File: src/verilog/rid_pkg.sv
package rid_pkg;
    // ----------------------------------------
    // word layout
    // ----------------------------------------
    localparam int WORD_W = 16;
    localparam int DATA_W = 8;
    localparam int FADDR_W = 8;
    localparam int LADDR_W = 12;
    localparam int JADDR_W = 20;
    localparam int PTR_W = 21;
    localparam int BANK_W = 4;
    localparam int DEST_POS = 9;
    localparam int ACC_POS = 8;
    localparam int BIT_LSB = 9;
    localparam int FAST_POS = 8;
    localparam logic [3:0] SECOND_PREFIX = 4'hf;
    localparam logic [3:0] ACCESS_BANK = 4'h0;

    // ----------------------------------------
    // fixed control words
    // ----------------------------------------
    localparam logic [15:0] OP_NOP = 16'h0000;
    localparam logic [15:0] OP_SLEEP = 16'h0003;
    localparam logic [15:0] OP_WDT_CLEAR = 16'h0004;
    localparam logic [15:0] OP_PUSH = 16'h0005;
    localparam logic [15:0] OP_POP = 16'h0006;
    localparam logic [15:0] OP_DECIMAL_ADJUST = 16'h0007;
    localparam logic [15:0] OP_SOFT_RESET = 16'h00ff;

    // ----------------------------------------
    // flag effect masks {c, dc, z, ov, n}
    // ----------------------------------------
    localparam logic [4:0] FX_NONE = 5'h00;
    localparam logic [4:0] FX_ARITH = 5'h1f;
    localparam logic [4:0] FX_LOGIC = 5'h05;
    localparam logic [4:0] FX_ROT = 5'h15;
    localparam logic [4:0] FX_Z = 5'h04;
    localparam logic [4:0] FX_C = 5'h10;

    // ----------------------------------------
    // table pointer modes
    // ----------------------------------------
    localparam logic [1:0] TBL_NONE = 2'h0;
    localparam logic [1:0] TBL_POST_INC = 2'h1;
    localparam logic [1:0] TBL_POST_DEC = 2'h2;
    localparam logic [1:0] TBL_PRE_INC = 2'h3;

    // ----------------------------------------
    // timing
    // ----------------------------------------
    localparam int PHASES_PER_CYCLE = 4;

    typedef enum logic [3:0] {
        RID_PH_DECODE = 4'b0001,
        RID_PH_READ = 4'b0010,
        RID_PH_PROCESS = 4'b0100,
        RID_PH_WRITE = 4'b1000
    } rid_phase_t;

    typedef enum logic [3:0] {
        RID_ST_FIRST = 4'b0001,
        RID_ST_MOVE2 = 4'b0010,
        RID_ST_JUMP2 = 4'b0100,
        RID_ST_FLUSH = 4'b1000
    } rid_state_t;
endpackage

File: src/verilog/rid_phase_gen.sv
`timescale 1ns/1ps
`default_nettype none
// ----------------------------------------
// four phase instruction cycle sequencer
// ----------------------------------------
module rid_phase_gen (
    // clock and reset
    input wire logic i_sys_clk,
    input wire logic i_srst,
    // phase outputs
    output rid_pkg::rid_phase_t o_phase,
    output logic o_cycle_end
);
    rid_pkg::rid_phase_t phase_reg;

    always_ff @(posedge i_sys_clk) begin
        if (i_srst) begin
            phase_reg <= rid_pkg::RID_PH_DECODE;
        end else begin
            unique case (phase_reg)
                rid_pkg::RID_PH_DECODE: phase_reg <= rid_pkg::RID_PH_READ;
                rid_pkg::RID_PH_READ: phase_reg <= rid_pkg::RID_PH_PROCESS;
                rid_pkg::RID_PH_PROCESS: phase_reg <= rid_pkg::RID_PH_WRITE;
                rid_pkg::RID_PH_WRITE: phase_reg <= rid_pkg::RID_PH_DECODE;
                default: phase_reg <= rid_pkg::RID_PH_DECODE;
            endcase
        end
    end

    assign o_phase = phase_reg;
    assign o_cycle_end = (phase_reg == rid_pkg::RID_PH_WRITE);
endmodule
`default_nettype wire

File: src/verilog/rid_decoder.sv
`timescale 1ns/1ps
`default_nettype none
// Overview of operation
// - file operands always read before write
// - access bit zero forces access bank
// - destination bit picks accumulator or file
// - short file address is eight bits
// - bit ops carry three-bit bit number
// - byte ops: d bit9, a bit8
// - register move uses two twelve-bit words
// - table mode selects no pointer update or one of three
// - fast bit moves shadow registers
// - lone second word runs as nop
// - taken change of flow costs two cycles
// - skips cost one or two
// - port read-modify-write reads pins
// - timer-zero write clears assigned prescaler
// - table write two cycles, write continues
// - absolute call/jump carry twenty-bit address
// - relative branch/call eleven-bit offset
// - conditional branch codes, eight-bit offset
// - literal ops take low byte immediate
// - fixed control opcodes decoded exactly
// - returns take two cycles, interrupt returns reenable interrupts
// - flag effects per operation class
// - instruction cycle has four phases
module rid_decoder #(
    parameter int TIMER_ZERO_ADDR = 12'hfd6,
    parameter int PORT_B_ADDR = 12'hf81
) (
    // clock and reset
    input wire logic i_sys_clk,
    input wire logic i_srst,
    // fetch side
    input wire logic [15:0] i_instr,
    input wire logic i_instr_valid,
    // core status
    input wire logic [3:0] i_bank_select,
    input wire logic [4:0] i_status_flags,
    input wire logic i_skip_taken,
    input wire logic i_prescaler_on_timer,
    // decoded fields
    output logic [1:0] o_phase_code,
    output logic [11:0] o_file_addr,
    output logic o_file_read,
    output logic o_file_write,
    output logic o_dest_accum,
    output logic o_read_pins,
    output logic [2:0] o_bit_num,
    output logic [7:0] o_literal,
    output logic [11:0] o_move_src,
    output logic [11:0] o_move_dst,
    output logic o_move_valid,
    output logic [19:0] o_jump_addr,
    output logic o_jump_valid,
    output logic o_jump_call,
    output logic [10:0] o_rel_offset,
    output logic o_rel_valid,
    output logic o_rel_call,
    output logic [7:0] o_cond_offset,
    output logic o_cond_taken,
    output logic [1:0] o_tbl_mode,
    output logic o_tbl_read,
    output logic o_tbl_write,
    output logic o_fast,
    output logic o_return,
    output logic o_int_return,
    output logic o_reenable_int,
    output logic [4:0] o_flag_mask,
    output logic o_sleep,
    output logic o_wdt_clear,
    output logic o_push,
    output logic o_pop,
    output logic o_decimal_adjust,
    output logic o_soft_reset,
    output logic o_clear_prescaler,
    output logic o_exec_nop,
    output logic [1:0] o_cycles
);
    if (TIMER_ZERO_ADDR < 0 || TIMER_ZERO_ADDR > 12'hfff || PORT_B_ADDR < 0 || PORT_B_ADDR > 12'hfff) begin : g_addr_chk
        $error("address parameter out of range");
    end

    localparam logic [11:0] T0_ADDR = TIMER_ZERO_ADDR[11:0];
    localparam logic [11:0] PB_ADDR = PORT_B_ADDR[11:0];

    // ----------------------------------------
    // phase sequencer
    // ----------------------------------------
    rid_pkg::rid_phase_t phase;
    logic cycle_end;

    rid_phase_gen u_phase (
        .i_sys_clk(i_sys_clk),
        .i_srst(i_srst),
        .o_phase(phase),
        .o_cycle_end(cycle_end)
    );

    // ----------------------------------------
    // helpers
    // ----------------------------------------
    function automatic logic [11:0] full_addr(input logic a, input logic [7:0] f, input logic [3:0] bank_select);
        full_addr = {(a ? bank_select : rid_pkg::ACCESS_BANK), f};
    endfunction

    function automatic logic cond_true(input logic [2:0] cc, input logic [4:0] fl);
        logic v;
        v = 1'b0;
        unique case (cc[2:1])
            2'h0: v = fl[2];
            2'h1: v = fl[4];
            2'h2: v = fl[1];
            2'h3: v = fl[0];
        endcase
        cond_true = v ^ cc[0];
    endfunction

    // ----------------------------------------
    // combinational classification
    // ----------------------------------------
    wire logic [15:0] w = i_instr;
    wire logic [3:0] top = w[15:12];
    logic is_byte, is_bit, is_lit, writes_file, is_skip, is_two_word_first;
    localparam int DEST_POS_L = rid_pkg::DEST_POS;

    always_comb begin
        is_byte = (top <= 4'h6) && !(top == 4'h0 && (w[11] || w[11:9] == 3'h0));
        is_bit = (top >= 4'h7) && (top <= 4'hb);
        is_lit = (top == 4'h0) && (w[11:8] >= 4'h8 || w[11:8] == 4'h1);
        writes_file = is_bit ? !(top[3] && top[1])
            : (is_byte && ((top == 4'h6) ? w[11] : (w[DEST_POS_L] && !(top == 4'h0 && w[11:10] == 2'h0))));
        is_skip = (is_bit && top[3] && top[1]) || (top == 4'h6 && w[11:9] <= 3'h3)
            || (top == 4'h2 && w[11:10] == 2'h3) || (top == 4'h3 && w[11:10] == 2'h3)
            || (top == 4'h4 && w[11] == 1'b1);
        is_two_word_first = (top == 4'hc) || (top == 4'he && w[11:9] == 3'h6) || (w[15:8] == 8'hef);
    end

    // ----------------------------------------
    // sequencing state
    // ----------------------------------------
    rid_pkg::rid_state_t state_reg;
    logic [15:0] first_reg;
    logic [1:0] cycles_next;
    logic flush_next;

    always_comb begin
        cycles_next = 2'h1;
        flush_next = 1'b0;
        if (is_two_word_first) begin
            cycles_next = 2'h2;
        end else if (top == 4'hd || (w[15:1] == 15'h0009) || (w[15:1] == 15'h0008)
            || (w[15:8] == 8'h0c)) begin
            cycles_next = 2'h2;
            flush_next = 1'b1;
        end else if (top == 4'he && !w[11] && cond_true(w[10:8], i_status_flags)) begin
            cycles_next = 2'h2;
            flush_next = 1'b1;
        end else if (w[15:3] == 13'h0001) begin
            cycles_next = 2'h2;
        end else if (is_skip && i_skip_taken) begin
            cycles_next = (i_instr[15:12] == rid_pkg::SECOND_PREFIX) ? 2'h3 : 2'h2;
            flush_next = 1'b1;
        end
    end

    wire logic take = i_instr_valid && cycle_end;

    always_ff @(posedge i_sys_clk) begin
        if (i_srst) begin
            state_reg <= rid_pkg::RID_ST_FIRST;
            first_reg <= 16'h0000;
        end else if (take) begin
            unique case (state_reg)
                rid_pkg::RID_ST_FIRST: begin
                    first_reg <= w;
                    if (top == 4'hc) begin
                        state_reg <= rid_pkg::RID_ST_MOVE2;
                    end else if (is_two_word_first) begin
                        state_reg <= rid_pkg::RID_ST_JUMP2;
                    end else if (flush_next) begin
                        state_reg <= rid_pkg::RID_ST_FLUSH;
                    end
                end
                rid_pkg::RID_ST_MOVE2: state_reg <= rid_pkg::RID_ST_FIRST;
                rid_pkg::RID_ST_JUMP2: state_reg <= (first_reg[15:8] == 8'hef || first_reg[15:9] == 7'h76)
                    ? rid_pkg::RID_ST_FLUSH : rid_pkg::RID_ST_FIRST;
                rid_pkg::RID_ST_FLUSH: state_reg <= rid_pkg::RID_ST_FIRST;
                default: state_reg <= rid_pkg::RID_ST_FIRST;
            endcase
        end
    end

    // ----------------------------------------
    // registered decode outputs
    // ----------------------------------------
    always_ff @(posedge i_sys_clk) begin
        if (i_srst) begin
            o_file_addr <= 12'h000; o_file_read <= 1'b0; o_file_write <= 1'b0;
            o_dest_accum <= 1'b0; o_read_pins <= 1'b0; o_bit_num <= 3'h0;
            o_literal <= 8'h00; o_move_src <= 12'h000; o_move_dst <= 12'h000;
            o_move_valid <= 1'b0; o_jump_addr <= 20'h00000; o_jump_valid <= 1'b0;
            o_jump_call <= 1'b0; o_rel_offset <= 11'h000; o_rel_valid <= 1'b0;
            o_rel_call <= 1'b0; o_cond_offset <= 8'h00; o_cond_taken <= 1'b0;
            o_tbl_mode <= rid_pkg::TBL_NONE; o_tbl_read <= 1'b0; o_tbl_write <= 1'b0;
            o_fast <= 1'b0; o_return <= 1'b0; o_int_return <= 1'b0;
            o_reenable_int <= 1'b0; o_flag_mask <= rid_pkg::FX_NONE; o_sleep <= 1'b0;
            o_wdt_clear <= 1'b0; o_push <= 1'b0; o_pop <= 1'b0;
            o_decimal_adjust <= 1'b0; o_soft_reset <= 1'b0; o_clear_prescaler <= 1'b0;
            o_exec_nop <= 1'b1; o_cycles <= 2'h1;
        end else if (take) begin
            o_file_read <= 1'b0; o_file_write <= 1'b0; o_read_pins <= 1'b0;
            o_move_valid <= 1'b0; o_jump_valid <= 1'b0; o_jump_call <= 1'b0;
            o_rel_valid <= 1'b0; o_rel_call <= 1'b0; o_cond_taken <= 1'b0;
            o_tbl_read <= 1'b0; o_tbl_write <= 1'b0; o_fast <= 1'b0;
            o_return <= 1'b0; o_int_return <= 1'b0; o_reenable_int <= 1'b0;
            o_flag_mask <= rid_pkg::FX_NONE; o_sleep <= 1'b0; o_wdt_clear <= 1'b0;
            o_push <= 1'b0; o_pop <= 1'b0; o_decimal_adjust <= 1'b0;
            o_soft_reset <= 1'b0; o_clear_prescaler <= 1'b0; o_exec_nop <= 1'b0;
            o_cycles <= cycles_next;
            if (state_reg == rid_pkg::RID_ST_MOVE2) begin
                o_move_src <= first_reg[11:0];
                o_move_dst <= w[11:0];
                o_move_valid <= 1'b1;
                o_cycles <= 2'h2;
            end else if (state_reg == rid_pkg::RID_ST_JUMP2) begin
                o_jump_addr <= {w[11:0], first_reg[7:0]};
                o_jump_valid <= 1'b1;
                o_jump_call <= (first_reg[15:9] == 7'h76);
                o_fast <= (first_reg[15:9] == 7'h76) && first_reg[rid_pkg::FAST_POS];
                o_cycles <= 2'h2;
            end else if (state_reg == rid_pkg::RID_ST_FLUSH || top == rid_pkg::SECOND_PREFIX) begin
                o_exec_nop <= 1'b1;
                o_cycles <= 2'h1;
            end else begin
                if (is_byte || is_bit) begin
                    o_file_addr <= full_addr(w[rid_pkg::ACC_POS], w[rid_pkg::FADDR_W-1:0], i_bank_select);
                    o_file_read <= 1'b1;
                    o_file_write <= writes_file;
                    o_dest_accum <= is_byte && top != 4'h6 && !w[DEST_POS_L];
                    o_read_pins <= writes_file
                        && full_addr(w[8], w[7:0], i_bank_select) == PB_ADDR;
                    o_clear_prescaler <= writes_file && i_prescaler_on_timer
                        && full_addr(w[8], w[7:0], i_bank_select) == T0_ADDR;
                end
                if (is_bit) begin
                    o_bit_num <= w[rid_pkg::BIT_LSB+2:rid_pkg::BIT_LSB];
                end
                if (is_lit) begin
                    o_literal <= w[7:0];
                    o_return <= (w[11:8] == 4'hc);
                    o_flag_mask <= (w[11:8] == 4'hf || w[11:8] == 4'h8) ? rid_pkg::FX_ARITH
                        : (w[11:8] >= 4'h9 && w[11:8] <= 4'hb) ? rid_pkg::FX_LOGIC : rid_pkg::FX_NONE;
                end
                if (is_byte) begin
                    unique case (top)
                        4'h0, 4'h2: o_flag_mask <= (top == 4'h2 && w[11:10] == 2'h3) ? rid_pkg::FX_NONE
                            : (top == 4'h0 && w[11:10] == 2'h0) ? rid_pkg::FX_NONE : rid_pkg::FX_ARITH;
                        4'h1: o_flag_mask <= rid_pkg::FX_LOGIC;
                        4'h3: o_flag_mask <= (w[11:10] == 2'h1 || w[11:10] == 2'h0) ? rid_pkg::FX_ROT
                            : rid_pkg::FX_NONE;
                        4'h4: o_flag_mask <= w[11] ? rid_pkg::FX_NONE : rid_pkg::FX_LOGIC;
                        4'h5: o_flag_mask <= (w[11:10] == 2'h0) ? rid_pkg::FX_LOGIC : rid_pkg::FX_ARITH;
                        4'h6: o_flag_mask <= (w[11:9] == 3'h5) ? rid_pkg::FX_Z
                            : (w[11:9] == 3'h6) ? rid_pkg::FX_ARITH : rid_pkg::FX_NONE;
                        default: o_flag_mask <= rid_pkg::FX_NONE;
                    endcase
                end
                if (top == 4'hd) begin
                    o_rel_offset <= w[10:0];
                    o_rel_valid <= 1'b1;
                    o_rel_call <= w[11];
                end
                if (top == 4'he && !w[11]) begin
                    o_cond_offset <= w[7:0];
                    o_cond_taken <= cond_true(w[10:8], i_status_flags);
                end
                if (w[15:3] == 13'h0001) begin
                    o_tbl_mode <= w[1:0];
                    o_tbl_read <= !w[2];
                    o_tbl_write <= w[2];
                end
                if (w[15:2] == 14'h0004) begin
                    o_return <= 1'b1;
                    o_int_return <= !w[1];
                    o_reenable_int <= !w[1];
                    o_fast <= w[0];
                end
                o_exec_nop <= (w == rid_pkg::OP_NOP);
                o_sleep <= (w == rid_pkg::OP_SLEEP);
                o_wdt_clear <= (w == rid_pkg::OP_WDT_CLEAR);
                o_push <= (w == rid_pkg::OP_PUSH);
                o_pop <= (w == rid_pkg::OP_POP);
                o_decimal_adjust <= (w == rid_pkg::OP_DECIMAL_ADJUST);
                o_soft_reset <= (w == rid_pkg::OP_SOFT_RESET);
                if (w == rid_pkg::OP_DECIMAL_ADJUST) begin
                    o_flag_mask <= rid_pkg::FX_C;
                end
            end
        end
    end

    // ----------------------------------------
    // phase code out
    // ----------------------------------------
    always_ff @(posedge i_sys_clk) begin
        if (i_srst) begin
            o_phase_code <= 2'h0;
        end else begin
            unique case (phase)
                rid_pkg::RID_PH_DECODE: o_phase_code <= 2'h1;
                rid_pkg::RID_PH_READ: o_phase_code <= 2'h2;
                rid_pkg::RID_PH_PROCESS: o_phase_code <= 2'h3;
                rid_pkg::RID_PH_WRITE: o_phase_code <= 2'h0;
                default: o_phase_code <= 2'h0;
            endcase
        end
    end
endmodule
`default_nettype wire

File: config.mk
export PLATFORM = sky130hd
export DESIGN_NAME = rid_decoder
export DESIGN_NICKNAME = d
export VERILOG_FILES = /design/src/verilog/rid_pkg.sv /design/src/verilog/rid_phase_gen.sv /design/src/verilog/rid_decoder.sv
export SDC_FILE = /design/constraint.sdc
export NUM_CORES = 1
export LEC_CHECK = 0
export BUFFER_PORTS_ARGS = -buffer_cell sky130_fd_sc_hd__buf_2
export CELL_PAD_IN_SITES_DETAIL_PLACEMENT = 1
export CELL_PAD_IN_SITES_GLOBAL_PLACEMENT = 1
export CORE_ASPECT_RATIO = 0.5
export CORE_UTILIZATION = 30
export CTS_CLUSTER_DIAMETER = 100
export DETAILED_ROUTE_END_ITERATION = 7
export GPL_ROUTABILITY_DRIVEN = 0
export PLACE_DENSITY = 0.73
export SLEW_MARGIN = 20
export SYNTH_ARGS = -nofsm -noshare
export SYNTH_HDL_FRONTEND = slang
export SYNTH_HIERARCHICAL = 1
export SYNTH_SLANG_ARGS = --single-unit
File: constraint.sdc
create_clock -name i_sys_clk -period 2.65 [get_ports i_sys_clk]
set_input_delay 0.265 -clock i_sys_clk [delete_from_list [all_inputs] [get_ports i_sys_clk]]
set_output_delay 0.265 -clock i_sys_clk [all_outputs]
set_load 0.03 [all_outputs]
Word level (Yosys, flattened, before mapping)
Index checks and enable logic that the tools add are counted.
Widths: inputs -> output; s select.
{ "word_totals": {"register_bits": 144, "input_bits": 30, "output_inout_bits": 121, "wordCells": 286} }
{ "op_classes": {"order_cmp": 7, "eq_ne": 47, "n_mux": 124, "bitwise": 5, "reduce_logical": 65} }
{ "op_table": {"columns": ["cell", "count"], "rows": [
  ["$mux 1", 91],
  ["$mux 5", 13],
  ["$eq 16x3->1 const B", 4],
  ["$eq 4x4->1 const B", 9],
  ["$eq 15x4->1 const B", 2],
  ["$pmux 5 s6", 1],
  ["$reduce_and 5->1", 6],
  ["$logic_and 1x1->1", 26],
  ["$eq 12x12->1 const B", 2],
  ["$eq 4x3->1 const B", 5],
  ["$mux 4", 5],
  ["$eq 16x2->1 const B", 1],
  ["$eq 16x8->1 const B", 1],
  ["$eq 4x1->1 const B", 4],
  ["$eq 4x2->1 const B", 4],
  ["$eq 8x8->1 const B", 2],
  ["$logic_not 16->1", 1],
  ["$logic_or 1x1->1", 16],
  ["$mux 2", 8],
  ["$eq 14x3->1 const B", 1],
  ["$eq 13x1->1 const B", 1],
  ["$pmux 4 s3", 1],
  ["$eq 8x4->1 const B", 1],
  ["$ge 4x4->1 const B", 2],
  ["other kinds (23)", 41]
]} }

Longest topological paths before layout
{ "logic_depth": {"depth_word": 18, "mapped_depth": 8, "ltp_nobuf": 6} }

By module
Netlist, hierarchy kept.
{ "modules_own_cells": {"columns": ["mod", "instances", "cells_per_inst", "area_each_um2", "seq_area_each_um2"], "rows": [
  ["rid_decoder", 1, 715, 5773.0, 2782.7],
  ["rid_phase_gen", 1, 13, 148.9, 80.1]
]} }

Least setup slack after synthesis
No wires, ideal clock.
{ "synth_timing": {"path_type": "register to register", "startpoint": "reg u_phase.phase_reg[2] (netlist: u_phase/o_phase[2])", "endpoint": "reg o_cycles[1]", "setup_time_ns": 0.132, "arrival_time_ns": 2.006, "required_ns": 2.518, "path_slack_ns": 0.513, "stages_incl_launch_ff": 8, "path_buffers": 1, "period_less_slack_ns": 2.137, "cell_sequence": "dfxtp_1 -> nor4b_1 -> and2_1 -> clkbuf_1 -> o21ai_0 -> a211o_1 -> nor4_1 -> nor4_1"} }
{ "synth_between": {"elab_chain_cells": 2} }
{ "synth_lines": {"columns": ["item", "line", "rtl"], "rows": [
  ["from (decl)", "rid_phase_gen.sv:14", "rid_pkg::rid_phase_t phase_reg;"],
  ["from (signal assigned)", "rid_phase_gen.sv:18", "phase_reg <= rid_pkg::RID_PH_DECODE;"],
  ["from (signal assigned)", "rid_phase_gen.sv:21", "rid_pkg::RID_PH_DECODE: phase_reg <= rid_pkg::RID_PH_READ;"],
  ["from (signal assigned)", "rid_phase_gen.sv:22", "rid_pkg::RID_PH_READ: phase_reg <= rid_pkg::RID_PH_PROCESS;"],
  ["$eq 4x4->1", "rid_phase_gen.sv:31", "assign o_cycle_end = (phase_reg == rid_pkg::RID_PH_WRITE);"],
  ["via cycle_end", "rid_decoder.sv:91", "logic cycle_end;"],
  ["$logic_and 1x1->1", "rid_decoder.sv:167", "wire logic take = i_instr_valid && cycle_end;"],
  ["to (signal assigned)", "rid_decoder.sv:220", "o_cycles <= cycles_next;"],
  ["to (decl)", "rid_decoder.sv:78", "output logic [1:0] o_cycles"]
]} }
The timed path passes the listed nets, and every way through them passes these cells.
A chain may end at the register's enable or synchronous reset.

Worst setup path in the final report
{ "layout_timing": {"startpoint": "reg u_phase.phase_reg[2] (netlist: u_phase/o_phase[2])", "endpoint": "reg o_rel_offset[9]"} }
{ "layout_between": {"elab_chain_cells": 3} }
{ "layout_lines": {"columns": ["item", "line", "rtl"], "rows": [
  ["$eq 4x4->1", "rid_phase_gen.sv:31", null],
  ["via cycle_end", "rid_decoder.sv:91", null],
  ["$logic_and 1x1->1", "rid_decoder.sv:167", null],
  ["$reduce_and 5->1 (no source line)", null, null],
  ["to (signal assigned)", "rid_decoder.sv:270", "o_rel_offset <= w[10:0];"],
  ["to (decl)", "rid_decoder.sv:57", "output logic [10:0] o_rel_offset,"]
]} }
The timed path passes the listed nets, and every way through them passes these cells.

==> results.json <==
{
  "root_buffer": "clkbuf_16",
  "tns_ps": 0,
  "report.final.hold_viol_count": 0,
  "htree_levels": 4,
  "setup_viol": 0,
  "drtIter0Drc": 302,
  "ys_ff_latch": 143,
  "clkSinkCount": 143,
  "rsz0062_at_grt": "no",
  "avgSynthCellArea_um2": 8.13,
  "p_leak_uw": 0.00300,
  "routedWlPerCell_um": 17.9,
  "path_cells": "nor4b_1 > and2_1 > buf_4 > o2111a_1 > nand2_1 > nand2_1 > a21oi_1",
  "fmax_ghz": 0.403,
  "grt_pass1_wl_um": 31600,
  "synth_edf_count": 0,
  "vias": 5747,
  "wirelength_um": 20300,
  "crit_type": "reg -> reg",
  "synth_ff_type": "dfxtp_1",
  "path_buf_inv": 1,
  "finalCritPeriodShare_pct": 93.6,
  "period_needed_ps": 2480,
  "start_util_pct": 31.4,
  "layout_common_cells": "nand2_1 (195), buf_2 (148), dfxtp_1 (143)",
  "antenna_found_initial": 1,
  "drc": 0,
  "area_growth_pct": 27.8,
  "syn_area_um2": 5920,
  "grt_usage_pct": 20.1,
  "die_area_um2": 20300,
  "cpPeakStageDelay_ps": 490,
  "drt_pass1_iterations": 5,
  "tightest_slew_ps": 655,
  "numCtsBuffers": 17,
  "cts-resized-gates": 0,
  "grt_pass1_vias": 5602,
  "final-seq-area_um2": 2860,
  "final_nets": 890,
  "avgViaCountPerCell": 5.07,
  "layout_commonest_cell": "nand2_1",
  "crit_path_top_delay_cell": "o2111a_1",
  "postCtsSetupBuffers": 0,
  "clock_latency_ps": 420,
  "die_w_um": 201,
  "relSlewSlack_pct": 56.3,
  "dieHeight_um": 101,
  "finalClockSkew_ps": 6.00,
  "maxSlewViolCount": 0,
  "ys_seq_area_share_pct": 48.3,
  "drive_gt1_share_pct": 25.5,
  "syn-num-nets": 758,
  "dp_hpwl_um": 13900,
  "path_clk_slew_ps": 60,
  "async_reset_ff_share_pct": 0,
  "netlist_instances": 728,
  "synth_warnings": 6,
  "path_common_cell": "nand2_1",
  "drtAntennaViolNets": 0,
  "multi_input_area_um2": 2780,
  "numPortBuffers": 149,
  "power.density_nw_per_um2": 659,
  "arrival_ps": 2750,
  "hold_buffers": 0,
  "status": "complete, no violations",
  "worstHoldPathType": "in -> reg",
  "ios": 151,
  "path_max_fanout": 12,
  "cts_tree": "yes",
  "largest_register_ffs": 20,
  "fillers": 2297,
  "drv_cap": 0,
  "ir_worst_vdd_mv": 0.387,
  "grt_max_degree": 85,
  "crit_family": "simple AND/OR/NAND/NOR gates",
  "crit_required_ps": 2920,
  "synth_cell_types": 63,
  "core_region_area_um2": 18900,
  "clockBufferDepth": 2,
  "hold_slack_ps": 126,
  "worstSetupStartpointType": "register",
  "gr-total-overflow": 0,
  "rows": 35,
  "endpoint_kind": "register"
}
[area by class of cell]
cell class	instances	area share, %
Antenna cell	1	0.0331
Clock buffer	19	5.72
Clock inverter	13	2.50
Inverter	1	0.0496
Multi-Input combinational cell	520	36.7
Sequential cell	143	37.8
Tap cell	259	4.28
Timing Repair Buffer	177	12.8
[Yosys cell counts, drive strengths merged (3+ instances only)]
cell type    n  share of area [%]
mux2i       12                2.0
clkbuf      43                2.7
nor2b        9               0.95
a32oi        3               0.44
o41ai        3               0.44
xnor2        4               0.59
nand2      196                 12
a22oi        6               0.76
a31oi        4               0.42
nor3         8               0.85
a2bb2oi      3               0.44
nor2        44                2.8
buf         21                2.2
nand4b       5               0.74
nand4        8               0.85
nand3       19                1.6
dfxtp      143                 48
nor4        14                2.0
a21oi      110                9.3
a211oi       3               0.38
nand2b       6               0.63
o21ai       10               0.91
and2         3               0.32
nor4b        8                1.3
[path summary, 6_finish.rpt]
check | start | endpoint | slack, ps | cells past startpoint
setup / recovery | u_phase/o_phase[2]$_SDFF_PP0_ | o_rel_offset[9]$_SDFFE_PP0P_ | 170 | 7
hold / removal | i_bank_select[2] | o_file_addr[10]$_SDFFE_PP0P_ | 130 | 3
setup reg to reg | u_phase/o_phase[2]$_SDFF_PP0_ | o_rel_offset[9]$_SDFFE_PP0P_ | 170 | 7
hold reg to reg | o_file_addr[10]$_SDFFE_PP0P_ | o_file_addr[10]$_SDFFE_PP0P_ | 450 | 2
[per-stage QoR]
stage | power, µW | setup slack (ps) | cell area [µm²] | util, % | cells
6_report | 4990 | 170 | 7570 | 40.1 | 1133
5_1_grt | 5160 | 0.875 | 7570 | 40.1 | 1133
4_1_cts | 5030 | 199 | 7560 | 40.0 | 1132
3_5_place_dp | 2470 | 240 | 6940 | 36.7 | 1100
3_3_place_gp | 2470 | 238 | 6940 | 36.7 | 1100
2_1_floorplan | 2380 | 513 | 5920 | - | 728
[cell families after synthesis]
logic type / count (synthesis) / synth area share (%)
flops: 143 / 48.3
mux: 13 / 2.41
xor+xnor: 6 / 0.887
simple gates: 338 / 27.1
compound gates: 163 / 16.3
buf+inv: 65 / 4.96
[worst reg2reg max path, delay by kind of cell (launching register included)]
kind	cells	cell delay [ps]
flops	1	400
buf+inv	1	190
simple gates	4	1180
compound gates	2	570
[power breakdown]
| part | switching, µW | internal [µW] |
|---|---|---|
| Sequential | 13.9 | 2160 |
| Combinational | 181 | 78.6 |
| Clock | 974 | 1580 |
[routing by layer]
layer	vias up	track usage (%)	part of all wire, %
met5	-	0	0
met4	0	8.10	1.6
met3	23	4.15	4.4
met2	119	31.5	45
met1	2828	27.4	49
li1	2777	-	-
Power figures use the tool's default switching activity.
